**config.mk**
```make
export PLATFORM = sky130hd
export DESIGN_NAME = i2sirq_top
export DESIGN_NICKNAME = d
export VERILOG_FILES = /design/src/i2sirq_top.v
export VERILOG_INCLUDE_DIRS = /design/src
export SDC_FILE = /design/constraint.sdc
export NUM_CORES = 1
export LEC_CHECK = 0
export BUFFER_PORTS_ARGS = -buffer_cell sky130_fd_sc_hd__buf_2
export CAP_MARGIN = 15
export CORE_AREA = 4 4 152 154
export CTS_CLUSTER_SIZE = 30
export DETAILED_ROUTE_END_ITERATION = 10
export DIE_AREA = 0 0 156 158
export GPL_TIMING_DRIVEN = 0
export PLACE_DENSITY_LB_ADDON = 0.12
export SETUP_SLACK_MARGIN = 0.5
export SYNTH_ARGS = -nofsm -noshare
export SYNTH_HDL_FRONTEND = slang
export SYNTH_SLANG_ARGS = --single-unit
```
**constraint.sdc**
```tcl
create_clock -name core_clk -period 2.1 [get_ports core_clk]
set_input_delay 0 -clock core_clk [delete_from_list [all_inputs] [get_ports core_clk]]
set_output_delay 0 -clock core_clk [all_outputs]
set_load 0.02 [all_outputs]
```
**src/i2sirq_defines.vh**
```
/*
 Register offsets, field positions, reset values and event bit positions for the
 audio serial event/interrupt block with its transmit and receive word-select watchdogs.
 Assumes a classic Wishbone slave with 32-bit data, one aligned word per register.
*/
// How it works
// - One interrupt output line carries the combined request of all events.
// - Twelve events: tx trigger/notfull/empty/ovf/unf/wd, rx trigger/notempty/full/ovf/unf/wd.
// - Each event has an enable bit; writing one enables it onto the line.
// - Hardware sets an event's status bit whenever it occurs, enabled or not.
// - Enabled-pending register reads status AND enable, bit by bit.
// - Interrupt line is the OR of all enabled-pending bits.
// - Writing one to a force bit sets the matching status bit.
// - Status bits are sticky, cleared only by writing one to them.
// - Separate transmit and receive watchdogs raise events on idle word select.
// - Watchdogs operate only in slave mode with external word select.
// - Each watchdog has an enable bit and a 32-bit reload register.
// - A zero reload value disables the watchdog even when enabled.
// - Watchdog counters run on the peripheral system clock.
// - A watchdog counts only when its enable and start bits are set.
// - Counter reloads on word-select rising edge and when it reaches zero.
// - Count reaching zero sets that direction's watchdog status bit.
`ifndef I2SIRQ_DEFINES_VH
`define I2SIRQ_DEFINES_VH

// Byte addresses
`define I2SIRQ_OFS_STATUS 8'h00
`define I2SIRQ_OFS_FORCE 8'h04
`define I2SIRQ_OFS_ENABLE 8'h08
`define I2SIRQ_OFS_PENDING 8'h0c
`define I2SIRQ_OFS_TX_CTL 8'h10
`define I2SIRQ_OFS_RX_CTL 8'h14
`define I2SIRQ_OFS_TX_WDOG 8'h18
`define I2SIRQ_OFS_RX_WDOG 8'h1c

// Event bit positions
`define I2SIRQ_EV_TX_TRIGGER 0
`define I2SIRQ_EV_TX_NOT_FULL 1
`define I2SIRQ_EV_TX_EMPTY 2
`define I2SIRQ_EV_TX_OVERFLOW 3
`define I2SIRQ_EV_TX_UNDERFLOW 4
`define I2SIRQ_EV_TRANSMIT_WATCHDOG_EVENT 5
`define I2SIRQ_EV_RX_TRIGGER 8
`define I2SIRQ_EV_RX_NOT_EMPTY 9
`define I2SIRQ_EV_RX_FULL 10
`define I2SIRQ_EV_RX_OVERFLOW 11
`define I2SIRQ_EV_RX_UNDERFLOW 12
`define I2SIRQ_EV_RECEIVE_WATCHDOG_EVENT 13
`define I2SIRQ_EV_MASK 32'h00003f3f
`define I2SIRQ_EV_FIFO_MASK 32'h00001f1f

// Direction control fields
`define I2SIRQ_CTL_WATCHDOG_ENABLE_BIT 0
`define I2SIRQ_CTL_START 1
`define I2SIRQ_CTL_SLAVE 2
`define I2SIRQ_CTL_MASK 32'h00000007

// Reset values
`define I2SIRQ_RST_CTL 32'h00000000
`define I2SIRQ_RST_WDOG 32'h00000000
`define I2SIRQ_RST_EV 32'h00000000

`endif

```
**src/i2sirq_top.v**
```verilog
/*
 Event aggregation with sticky status, enable, force and masked view onto one
 interrupt line, plus transmit and receive word-select watchdogs on core_clk.
 Assumes a classic Wishbone master, word selects from an external master pin,
 and FIFO event pulses from logic on the same clock.
*/
`timescale 1ns/10ps
`include "i2sirq_defines.vh"

module i2sirq_top #(
   parameter AW = 8
) (
   // Clock and reset
   input wire core_clk,
   input wire srst,
   // Wishbone slave
   input wire wb_cyc_i,
   input wire wb_stb_i,
   input wire wb_we_i,
   input wire [AW-1:0] wb_adr_i,
   input wire [3:0] wb_sel_i,
   input wire [31:0] wb_dat_i,
   output reg [31:0] wb_dat_o,
   output reg wb_ack_o,
   output reg wb_err_o,
   // FIFO event pulses, bit layout as the status register
   input wire [31:0] fifo_event,
   // Word select pins from the external master
   input wire transmit_word_select_in,
   input wire receive_word_select_in,
   // Interrupt to the CPU interrupt controller
   output reg irq
);

   reg [31:0] event_status_reg;
   reg [31:0] event_enable_reg;
   reg [31:0] transmit_control_reg;
   reg [31:0] receive_control_reg;
   reg [31:0] transmit_watchdog_reload;
   reg [31:0] receive_watchdog_reload;
   reg [31:0] tx_count;
   reg [31:0] rx_count;
   reg [2:0] transmit_word_select_in_sync;
   reg [2:0] receive_word_select_in_sync;
   reg transmit_word_select_in_level;
   reg receive_word_select_in_level;
   reg transmit_watchdog_event;
   reg receive_watchdog_event;

   wire [31:0] enabled_pending_reg;
   wire req;
   wire wr;
   wire rd;
   wire [31:0] byte_mask;
   wire [31:0] clr_bits;
   wire [31:0] force_bits;
   wire [31:0] hw_set;
   wire tx_run;
   wire rx_run;
   wire tx_rise;
   wire rx_rise;
   reg known;
   reg [31:0] rd_data;

   // Byte lane write mask from the select lines
   function [31:0] lane_mask;
      input [3:0] sel;
      begin
         lane_mask = {{8{sel[3]}}, {8{sel[2]}}, {8{sel[1]}}, {8{sel[0]}}};
      end
   endfunction

   // Merge of a byte-masked write into a stored value
   function [31:0] merge;
      input [31:0] old;
      input [31:0] din;
      input [31:0] bm;
      input [31:0] keep;
      begin
         merge = ((old & ~bm) | (din & bm)) & keep;
      end
   endfunction

   assign req = wb_cyc_i & wb_stb_i & ~wb_ack_o & ~wb_err_o;
   assign wr = req & wb_we_i & known;
   assign rd = req & ~wb_we_i & known;
   assign byte_mask = lane_mask(wb_sel_i);

   assign enabled_pending_reg = event_status_reg & event_enable_reg;

   // Clearing takes effect with the write itself; the dummy read is harmless
   assign clr_bits = (wr && wb_adr_i == `I2SIRQ_OFS_STATUS) ? (wb_dat_i & byte_mask) : 32'h0;
   assign force_bits = (wr && wb_adr_i == `I2SIRQ_OFS_FORCE) ? (wb_dat_i & byte_mask) : 32'h0;

   // Watchdog bits come only from the counters, never from the FIFO event bus
   assign hw_set = (fifo_event & `I2SIRQ_EV_FIFO_MASK)
                 | ({31'h0, transmit_watchdog_event} << `I2SIRQ_EV_TRANSMIT_WATCHDOG_EVENT)
                 | ({31'h0, receive_watchdog_event} << `I2SIRQ_EV_RECEIVE_WATCHDOG_EVENT);

   always @* begin
      known = 1'b1;
      rd_data = 32'h0;
      case (wb_adr_i)
         `I2SIRQ_OFS_STATUS: rd_data = event_status_reg;
         `I2SIRQ_OFS_FORCE: rd_data = event_status_reg;
         `I2SIRQ_OFS_ENABLE: rd_data = event_enable_reg;
         `I2SIRQ_OFS_PENDING: rd_data = enabled_pending_reg;
         `I2SIRQ_OFS_TX_CTL: rd_data = transmit_control_reg;
         `I2SIRQ_OFS_RX_CTL: rd_data = receive_control_reg;
         `I2SIRQ_OFS_TX_WDOG: rd_data = transmit_watchdog_reload;
         `I2SIRQ_OFS_RX_WDOG: rd_data = receive_watchdog_reload;
         default: known = 1'b0;
      endcase
   end

   // Bus answer: one cycle after the request, ack or err for unmapped
   always @(posedge core_clk) begin
      if (srst) begin
         wb_ack_o <= 1'b0;
         wb_err_o <= 1'b0;
         wb_dat_o <= 32'h0;
      end else begin
         wb_ack_o <= req & known;
         wb_err_o <= req & ~known;
         if (rd) begin
            wb_dat_o <= rd_data;
         end else begin
            wb_dat_o <= 32'h0;
         end
      end
   end

   // Writable registers
   always @(posedge core_clk) begin
      if (srst) begin
         event_enable_reg <= `I2SIRQ_RST_EV;
         transmit_control_reg <= `I2SIRQ_RST_CTL;
         receive_control_reg <= `I2SIRQ_RST_CTL;
         transmit_watchdog_reload <= `I2SIRQ_RST_WDOG;
         receive_watchdog_reload <= `I2SIRQ_RST_WDOG;
      end else if (wr) begin
         case (wb_adr_i)
            `I2SIRQ_OFS_ENABLE: event_enable_reg <=
               merge(event_enable_reg, wb_dat_i, byte_mask, `I2SIRQ_EV_MASK);
            `I2SIRQ_OFS_TX_CTL: transmit_control_reg <=
               merge(transmit_control_reg, wb_dat_i, byte_mask, `I2SIRQ_CTL_MASK);
            `I2SIRQ_OFS_RX_CTL: receive_control_reg <=
               merge(receive_control_reg, wb_dat_i, byte_mask, `I2SIRQ_CTL_MASK);
            `I2SIRQ_OFS_TX_WDOG: transmit_watchdog_reload <=
               merge(transmit_watchdog_reload, wb_dat_i, byte_mask, 32'hffffffff);
            `I2SIRQ_OFS_RX_WDOG: receive_watchdog_reload <=
               merge(receive_watchdog_reload, wb_dat_i, byte_mask, 32'hffffffff);
            default: ;
         endcase
      end
   end

   // Sticky status: hardware and force sets win over a same-cycle clear
   always @(posedge core_clk) begin
      if (srst) begin
         event_status_reg <= `I2SIRQ_RST_EV;
      end else begin
         event_status_reg <= ((event_status_reg & ~clr_bits) | hw_set | force_bits)
                             & `I2SIRQ_EV_MASK;
      end
   end

   // Single combined interrupt line
   always @(posedge core_clk) begin
      if (srst) begin
         irq <= 1'b0;
      end else begin
         irq <= |enabled_pending_reg;
      end
   end

   // Word select pins: three stages, a level change counts once stages two and three agree
   always @(posedge core_clk) begin
      if (srst) begin
         transmit_word_select_in_sync <= 3'h0;
         receive_word_select_in_sync <= 3'h0;
         transmit_word_select_in_level <= 1'b0;
         receive_word_select_in_level <= 1'b0;
      end else begin
         transmit_word_select_in_sync <= {transmit_word_select_in_sync[1:0], transmit_word_select_in};
         receive_word_select_in_sync <= {receive_word_select_in_sync[1:0], receive_word_select_in};
         if (transmit_word_select_in_sync[2] == transmit_word_select_in_sync[1]) begin
            transmit_word_select_in_level <= transmit_word_select_in_sync[2];
         end
         if (receive_word_select_in_sync[2] == receive_word_select_in_sync[1]) begin
            receive_word_select_in_level <= receive_word_select_in_sync[2];
         end
      end
   end

   assign tx_rise = transmit_word_select_in_sync[2] & transmit_word_select_in_sync[1] & ~transmit_word_select_in_level;
   assign rx_rise = receive_word_select_in_sync[2] & receive_word_select_in_sync[1] & ~receive_word_select_in_level;

   // Run only in slave mode, with enable, start and a non-zero reload
   assign tx_run = transmit_control_reg[`I2SIRQ_CTL_WATCHDOG_ENABLE_BIT] & transmit_control_reg[`I2SIRQ_CTL_START]
                 & transmit_control_reg[`I2SIRQ_CTL_SLAVE] & (|transmit_watchdog_reload);
   assign rx_run = receive_control_reg[`I2SIRQ_CTL_WATCHDOG_ENABLE_BIT] & receive_control_reg[`I2SIRQ_CTL_START]
                 & receive_control_reg[`I2SIRQ_CTL_SLAVE] & (|receive_watchdog_reload);

   // Watchdogs on the peripheral clock; an idle counter holds the reload value
   always @(posedge core_clk) begin
      if (srst) begin
         tx_count <= `I2SIRQ_RST_WDOG;
         rx_count <= `I2SIRQ_RST_WDOG;
         transmit_watchdog_event <= 1'b0;
         receive_watchdog_event <= 1'b0;
      end else begin
         transmit_watchdog_event <= 1'b0;
         receive_watchdog_event <= 1'b0;
         if (!tx_run || tx_rise) begin
            tx_count <= transmit_watchdog_reload;
         end else if (tx_count == 32'h0) begin
            tx_count <= transmit_watchdog_reload;
         end else begin
            tx_count <= tx_count - 32'h1;
            transmit_watchdog_event <= (tx_count == 32'h1);
         end
         if (!rx_run || rx_rise) begin
            rx_count <= receive_watchdog_reload;
         end else if (rx_count == 32'h0) begin
            rx_count <= receive_watchdog_reload;
         end else begin
            rx_count <= rx_count - 32'h1;
            receive_watchdog_event <= (rx_count == 32'h1);
         end
      end
   end

endmodule // i2sirq_top

```
== Yosys cells after proc, flatten, opt, wreduce, memory -nomap -nowiden ==
Cells that the tools add are included.

* Muxes and demuxes: 8
* Bitwise operators: 45
* Reductions and logical operators: 22
* Add/sub/neg operators: 2
* Equal/unequal tests: 11

{| class="wikitable"
|+ Operators with widths
! cell !! count
|-
| $pmux 32 s7 || 1
|-
| $mux 32 || 4
|-
| $and 32x32->32 || 3
|-
| $reduce_or 32->1 || 3
|-
| $eq 32x1->1 const B || 2
|-
| $logic_not 32->1 || 2
|-
| $or 32x32->32 || 2
|-
| $sub 32x1->32 const B || 2
|-
| $and 14x14->14 || 3
|-
| $or 14x14->14 || 3
|-
| $eq 8x5->1 const B || 4
|-
| $not 32->32 || 1
|-
| $mux 14 || 2
|-
| $and 1x1->1 || 19
|-
| $eq 8x4->1 const B || 2
|-
| $not 14->14 || 1
|-
| $or 13x14->14 || 1
|-
| $or 13x6->13 || 1
|-
| $reduce_and 2->1 || 5
|-
| $eq 8x3->1 const B || 1
|-
| $logic_not 8->1 || 1
|-
| $reduce_or 8->1 || 1
|-
| $not 1->1 || 7
|-
| $and 3x3->3 || 2
|-
| other kinds (8) || 15
|}

* Register bits: 203
* Output and inout bits: 35
* Logic and storage cells: 106
* Input port bits: 83

== Depth between registers and ports, before layout ==
* Depth after elaboration: 11
* Depth in mapped cells: 8
* Gate-level depth less buffers: 7

== Worst setup path after synthesis ==
Ideal clock, no wire load.

* Path kind: reg2reg
* Start: register tx_count[0]
* End: register tx_count[30]
* Clock period less this slack: 2.349 ns
* Path buffers: 0
* Stages on the path, launching flop included: 7
* Data arrival time: 2.258 ns
* Library setup time: 0.091 ns
* Required time: 2.009 ns
* Path slack: -0.249 ns
* Cells stage by stage: dfxtp_1 inv_1 ha_1 nor3b_1 nand4b_1 or4_1 a311oi_1

* Longest elaborated chain between the ends: 3
* Elaborated cells on any way between the ends: 4
* Those cells by class: 1 x add/sub; 2 x mux; 1 x reduce/logical

{| class="wikitable"
|+ RTL lines
! what !! line !! RTL
|-
| start: declaration || i2sirq_top.v:41 || <nowiki>reg [31:0] tx_count;</nowiki>
|-
| start signal: assignment || i2sirq_top.v:208 || <nowiki>tx_count <= `I2SIRQ_RST_WDOG;</nowiki>
|-
| start signal: assignment || i2sirq_top.v:216 || <nowiki>tx_count <= transmit_watchdog_reload;</nowiki>
|-
| start signal: assignment || i2sirq_top.v:218 || <nowiki>tx_count <= transmit_watchdog_reload;</nowiki>
|-
| $sub 32x1->32 / $logic_not 32->1 (equally long branches) || i2sirq_top.v:220, i2sirq_top.v:217 ||
|-
| $mux 32 * || i2sirq_top.v:217 || <nowiki>end else if (tx_count == 32'h0) begin</nowiki>
|-
| $mux 32 * || i2sirq_top.v:215 || <nowiki>if (!tx_run || tx_rise) begin</nowiki>
|}

Every way passes the cells marked *; elsewhere a longest branch is shown, timed or not.
A chain may end at the register's enable or synchronous reset.

== Final worst setup path ==
* Start: register tx_count[19]
* End: register tx_count[29]

Same word-level chain as after synthesis.

==> impl_metrics.xml <==
<?xml version="1.0" encoding="UTF-8"?>
<metrics>
  <group name="pwr">
    <metric name="power.static_leakage" unit="µW">0.005462</metric>
    <metric name="power.density" unit="nW/µm²">601.7</metric>
    <metric name="ir_drop" unit="µV">489.5</metric>
    <metric name="power" unit="µW">8605</metric>
  </group>
  <group name="detailed_routing">
    <metric name="dr_vias_cell" unit="">5.815</metric>
    <metric name="detail_route.drc_violations" unit="">0</metric>
    <metric name="drt_pass1_iterations" unit="">5</metric>
    <metric name="detail_route.wirelength.met1" unit="µm">14670</metric>
    <metric name="detailroute.wirelength.met3" unit="µm">2084</metric>
    <metric name="drt_iter0_markers" unit="">859</metric>
    <metric name="drt-total-wl" unit="µm">33560</metric>
    <metric name="routedWlPerCell" unit="µm">21.47</metric>
    <metric name="top_layer_used" unit="">met4</metric>
    <metric name="routed-wl-met2" unit="µm">15740</metric>
    <metric name="routed-via-count" unit="">9089</metric>
    <metric name="postRouteAntennaNets" unit="">0</metric>
  </group>
  <group name="setup_path">
    <metric name="largest_fanout_of_any_net_on_the_critical_path" unit="">4</metric>
    <metric name="reg2reg_setup_slack" unit="ns">-0.19</metric>
    <metric name="endpoint_kind" unit="">register</metric>
    <metric name="critical_path_required_time" unit="ns">2.52</metric>
    <metric name="worstPathCellList" unit="">or4_4, or3_4, or3_4, or4_4, a311oi_2</metric>
    <metric name="worst-endpoint-arrival" unit="ns">2.71</metric>
    <metric name="critical_path_max_stage_delay" unit="ns">0.52</metric>
    <metric name="cpMaxStageDelayCell" unit="">sky130_fd_sc_hd__or4_4</metric>
    <metric name="crit_start_category" unit="">register</metric>
    <metric name="crit_type" unit="">register to register</metric>
  </group>
  <group name="sta">
    <metric name="final_period_minus_worst_setup_slack" unit="ns">2.285</metric>
    <metric name="min_period_over_period" unit="%">108.8</metric>
    <metric name="hold_violations" unit="">0</metric>
    <metric name="clk_skew" unit="ns">0.009431</metric>
    <metric name="unrepaired_setup_endpoints_after_global_routing" unit="">yes</metric>
    <metric name="count_of_pins_over_their_slew_limit" unit="">0</metric>
    <metric name="achievable-frequency" unit="GHz">0.4376</metric>
    <metric name="tightestPinTransition" unit="ns">0.8022</metric>
    <metric name="finalWorstSetupSlack" unit="ns">-0.1853</metric>
    <metric name="setup_viol_count_final" unit="">22</metric>
    <metric name="timing.max_slew.rel_slack" unit="%">46.52</metric>
  </group>
  <group name="synth">
    <metric name="netlist_instances" unit="">1033</metric>
    <metric name="count_of_flip_flops_with_a_built_in_enable_after_synthesis" unit="">0</metric>
    <metric name="ys_seq_area_share" unit="%">45.04</metric>
    <metric name="synth_async_sr_flop_share" unit="%">0</metric>
    <metric name="synth.avg_cell_area" unit="µm²">8.735</metric>
    <metric name="yosysWarnings" unit="">0</metric>
    <metric name="syn-num-nets" unit="">1122</metric>
    <metric name="synth-seq-cells" unit="">203</metric>
    <metric name="synth_cell_types" unit="">52</metric>
    <metric name="synth.cell_area" unit="µm²">9024</metric>
    <metric name="synth-main-ff-cell" unit="">sky130_fd_sc_hd__dfxtp_1</metric>
  </group>
  <group name="cells_and_area">
    <metric name="antenna_diode_count" unit="">0</metric>
    <metric name="layout-drive-gt1-share" unit="%">44.66</metric>
    <metric name="final_nets" unit="">1358</metric>
    <metric name="area_delta_synth_final" unit="%">58.49</metric>
    <metric name="postLayoutCellArea" unit="µm²">14300</metric>
    <metric name="fin_util" unit="%">65.94</metric>
  </group>
  <group name="worst_hold_path">
    <metric name="min-delay-path-class" unit="">input port to register</metric>
  </group>
  <group name="global_route">
    <metric name="number_of_antenna_violations_at_the_first_check_in_global_routing" unit="">0</metric>
    <metric name="wire_length_of_the_first_global_routing_pass" unit="µm">49670</metric>
    <metric name="track_usage" unit="%">25.40</metric>
    <metric name="maximum_number_of_pins_on_one_net_before_global_route_repair" unit="">13</metric>
    <metric name="overflow" unit="">0</metric>
    <metric name="first_global_vias" unit="">8840</metric>
  </group>
  <group name="floorplanning">
    <metric name="placement_rows" unit="">54</metric>
    <metric name="start_util" unit="%">41.61</metric>
    <metric name="die_width" unit="µm">156</metric>
    <metric name="core_area" unit="µm²">21690</metric>
    <metric name="die_h" unit="µm">158</metric>
    <metric name="io_pins" unit="">118</metric>
    <metric name="die_area" unit="µm²">24650</metric>
  </group>
  <group name="clock_network">
    <metric name="cts-root-to-sink-buffers" unit="">3</metric>
    <metric name="cts.clk_slew.worst_paths" unit="ns">0.06</metric>
    <metric name="cts-htree-levels" unit="">1</metric>
    <metric name="root_driver" unit="">sky130_fd_sc_hd__clkbuf_16</metric>
    <metric name="cts-buffers-inserted" unit="">23</metric>
    <metric name="clock_tree_from_tritoncts" unit="">done</metric>
    <metric name="worstSkewPairLatency" unit="ns">0.51</metric>
    <metric name="cts_sinks" unit="">203</metric>
  </group>
  <group name="placed_design">
    <metric name="detailed_place.area" unit="µm²">10210</metric>
    <metric name="detailedPlacementHpwl" unit="µm">21730</metric>
    <metric name="port_buffers" unit="">95</metric>
    <metric name="weighted_congestion_at_the_end_of_routability_driven_global_placement" unit="">0.8789</metric>
  </group>
  <group name="outcome">
    <metric name="failed_checks" unit="">setup timing</metric>
    <metric name="run_status" unit="">complete, but fails checks</metric>
  </group>
  <group name="job">
    <metric name="timing.max_cap.violations" unit="">0</metric>
  </group>
</metrics>
==> final cells by class <==
| class | count | area (µm²) |
|---|---|---|
| plain buffers | 69 | 757.0 |
| clock buffers | 33 | 663.1 |
| clock inverters | 6 | 130.1 |
| fillers | 1669 | 7387 |
| inverters | 9 | 33.78 |
| multi-input cells | 752 | 6660 |
| flip-flops and latches | 203 | 4099 |
| well taps | 280 | 350.3 |
| repair buffers | 211 | 1608 |
==> worst max-delay path: cells and delay by family (launching register included) <==
kind	cells	cell delay, ns
AOI/OAI and AO/OA	1	0.19
and+or+nand+nor	4	1.66
DFF	1	0.34
==> power breakdown <==
| part | total (µW) | internal, µW | leakage, µW | switching, µW |
|---|---|---|---|---|
| registers | 3900 | 3870 | 0.00165 | 29.5 |
| clock network | 4260 | 2670 | 0.000390 | 1600 |
| logic | 440 | 193 | 0.00342 | 247 |
==> cell usage after synthesis, types with 2 or more instances <==
library cell                number  area share [%]
sky130_fd_sc_hd__buf_4           4            0.33
sky130_fd_sc_hd__a21o_1          8            0.67
sky130_fd_sc_hd__nor2b_1        19             1.3
sky130_fd_sc_hd__or3_4           2            0.25
sky130_fd_sc_hd__a221o_1        12             1.3
sky130_fd_sc_hd__nor4_2          2            0.28
sky130_fd_sc_hd__nor3_1         26             1.4
sky130_fd_sc_hd__nor4_1         42             2.9
sky130_fd_sc_hd__nand4_1        11            0.76
sky130_fd_sc_hd__a211oi_1       56             4.7
sky130_fd_sc_hd__o21ai_0        17            0.94
sky130_fd_sc_hd__a21oi_1       118             6.5
sky130_fd_sc_hd__a22o_1          3            0.29
sky130_fd_sc_hd__o2111ai_1       3            0.29
sky130_fd_sc_hd__a41o_1          2            0.22
sky130_fd_sc_hd__a31oi_1         3            0.21
sky130_fd_sc_hd__a22oi_1        22             1.8
sky130_fd_sc_hd__buf_1           2           0.083
sky130_fd_sc_hd__ha_1            6            0.83
sky130_fd_sc_hd__dfxtp_1       203              45
sky130_fd_sc_hd__nor3b_1         3            0.25
sky130_fd_sc_hd__nand2_1       111             4.6
sky130_fd_sc_hd__a311oi_1        8            0.78
sky130_fd_sc_hd__xor2_1         13             1.3
sky130_fd_sc_hd__nand4b_1        4            0.39
sky130_fd_sc_hd__and2_1          5            0.35
sky130_fd_sc_hd__clkbuf_1       59             2.5
sky130_fd_sc_hd__and3_1         13            0.90
sky130_fd_sc_hd__a222oi_1        9             1.0
sky130_fd_sc_hd__o31ai_1         4            0.33
sky130_fd_sc_hd__nor2_1         87             3.6
sky130_fd_sc_hd__nor4bb_1        2            0.22
sky130_fd_sc_hd__mux2i_1        47             5.2
sky130_fd_sc_hd__or2_2           5            0.35
sky130_fd_sc_hd__a221oi_1        4            0.39
sky130_fd_sc_hd__buf_2           4            0.22
sky130_fd_sc_hd__or4_1           8            0.67
sky130_fd_sc_hd__inv_1           9            0.37
sky130_fd_sc_hd__o21a_1          2            0.17
sky130_fd_sc_hd__nand3_1        19             1.1
sky130_fd_sc_hd__and4_1          2            0.19
sky130_fd_sc_hd__xnor2_1        38             3.7
sky130_fd_sc_hd__or3_1           7            0.49
==> final timing paths <==
check / startpoint / to / depth (start not counted)
setup reg to reg: tx_count[19]$_SDFF_PP0_ / tx_count[29]$_SDFF_PP0_ / 5
setup / recovery: tx_count[19]$_SDFF_PP0_ / tx_count[29]$_SDFF_PP0_ / 5
hold / removal: wb_adr_i[6] / wb_err_o$_SDFF_PP0_ / 4
hold reg to reg: receive_word_select_in_sync[0]$_SDFF_PP0_ / receive_word_select_in_sync[1]$_SDFF_PP0_ / 1
==> cells in the final DEF (no fill, tap or decap), types with 14 or more instances in the layout <==
| master | n |
|---|---|
| sky130_fd_sc_hd__a211oi_1 | 19 |
| sky130_fd_sc_hd__a211oi_2 | 37 |
| sky130_fd_sc_hd__a21oi_2 | 64 |
| sky130_fd_sc_hd__a21oi_4 | 46 |
| sky130_fd_sc_hd__a22oi_1 | 22 |
| sky130_fd_sc_hd__buf_2 | 97 |
| sky130_fd_sc_hd__buf_4 | 49 |
| sky130_fd_sc_hd__buf_6 | 16 |
| sky130_fd_sc_hd__buf_8 | 15 |
| sky130_fd_sc_hd__clkbuf_1 | 28 |
| sky130_fd_sc_hd__clkbuf_16 | 38 |
| sky130_fd_sc_hd__dfxtp_1 | 187 |
| sky130_fd_sc_hd__dlygate4sd3_1 | 50 |
| sky130_fd_sc_hd__mux2i_1 | 46 |
| sky130_fd_sc_hd__nand2_1 | 59 |
| sky130_fd_sc_hd__nand2_2 | 33 |
| sky130_fd_sc_hd__nand2_4 | 19 |
| sky130_fd_sc_hd__nor2_1 | 66 |
| sky130_fd_sc_hd__nor2_4 | 21 |
| sky130_fd_sc_hd__nor2b_1 | 19 |
| sky130_fd_sc_hd__nor3_1 | 17 |
| sky130_fd_sc_hd__nor4_1 | 18 |
| sky130_fd_sc_hd__nor4_4 | 14 |
| sky130_fd_sc_hd__xnor2_1 | 38 |
==> metrics by stage <==
step           setup WS [ns]  hold slack [ns]  instances  TNS, ns
2_1_floorplan        -0.1772           0.1282       1033  -0.2587
3_3_place_gp         -0.4103           0.2153       1408   -17.88
3_5_place_dp         -0.4449           0.2230       1408   -22.53
4_1_cts              -0.1934          0.04392       1543   -2.095
5_1_grt              -0.2480          0.09698       1563   -4.159
6_report             -0.1853          0.06003       1563   -1.738
==> cell families after synthesis <==
family / after synthesis / synth area share (%)
and+or+nand+nor: 375 / 20.69
adders and majority gates: 6 / 0.8319
AOI/OAI and AO/OA: 273 / 19.81
xor gates and xnor gates: 51 / 4.950
buffers and inverters: 78 / 3.466
DFF: 203 / 45.04
muxes: 47 / 5.214
==> metal layers <==
| metal | vias up | track usage [%] |
|---|---|---|
| li1 | 4273 | - |
| met1 | 4425 | 34.81 |
| met2 | 314 | 40.22 |
| met3 | 77 | 4.784 |
| met4 | 0 | 8.962 |
| met5 | - | 0 |
==> timing repair <==
action                                  4_1_cts  5_1_grt
endpoints found under the setup margin      192      195
gates cloned                                  9        0
buffers inserted                             37       20
hold buffers                                 50        0
hold endpoints to repair                    100        0
resized for setup                           275      247
pin swaps                                    90       72
No activity file was read; power rests on OpenSTA's default activity.
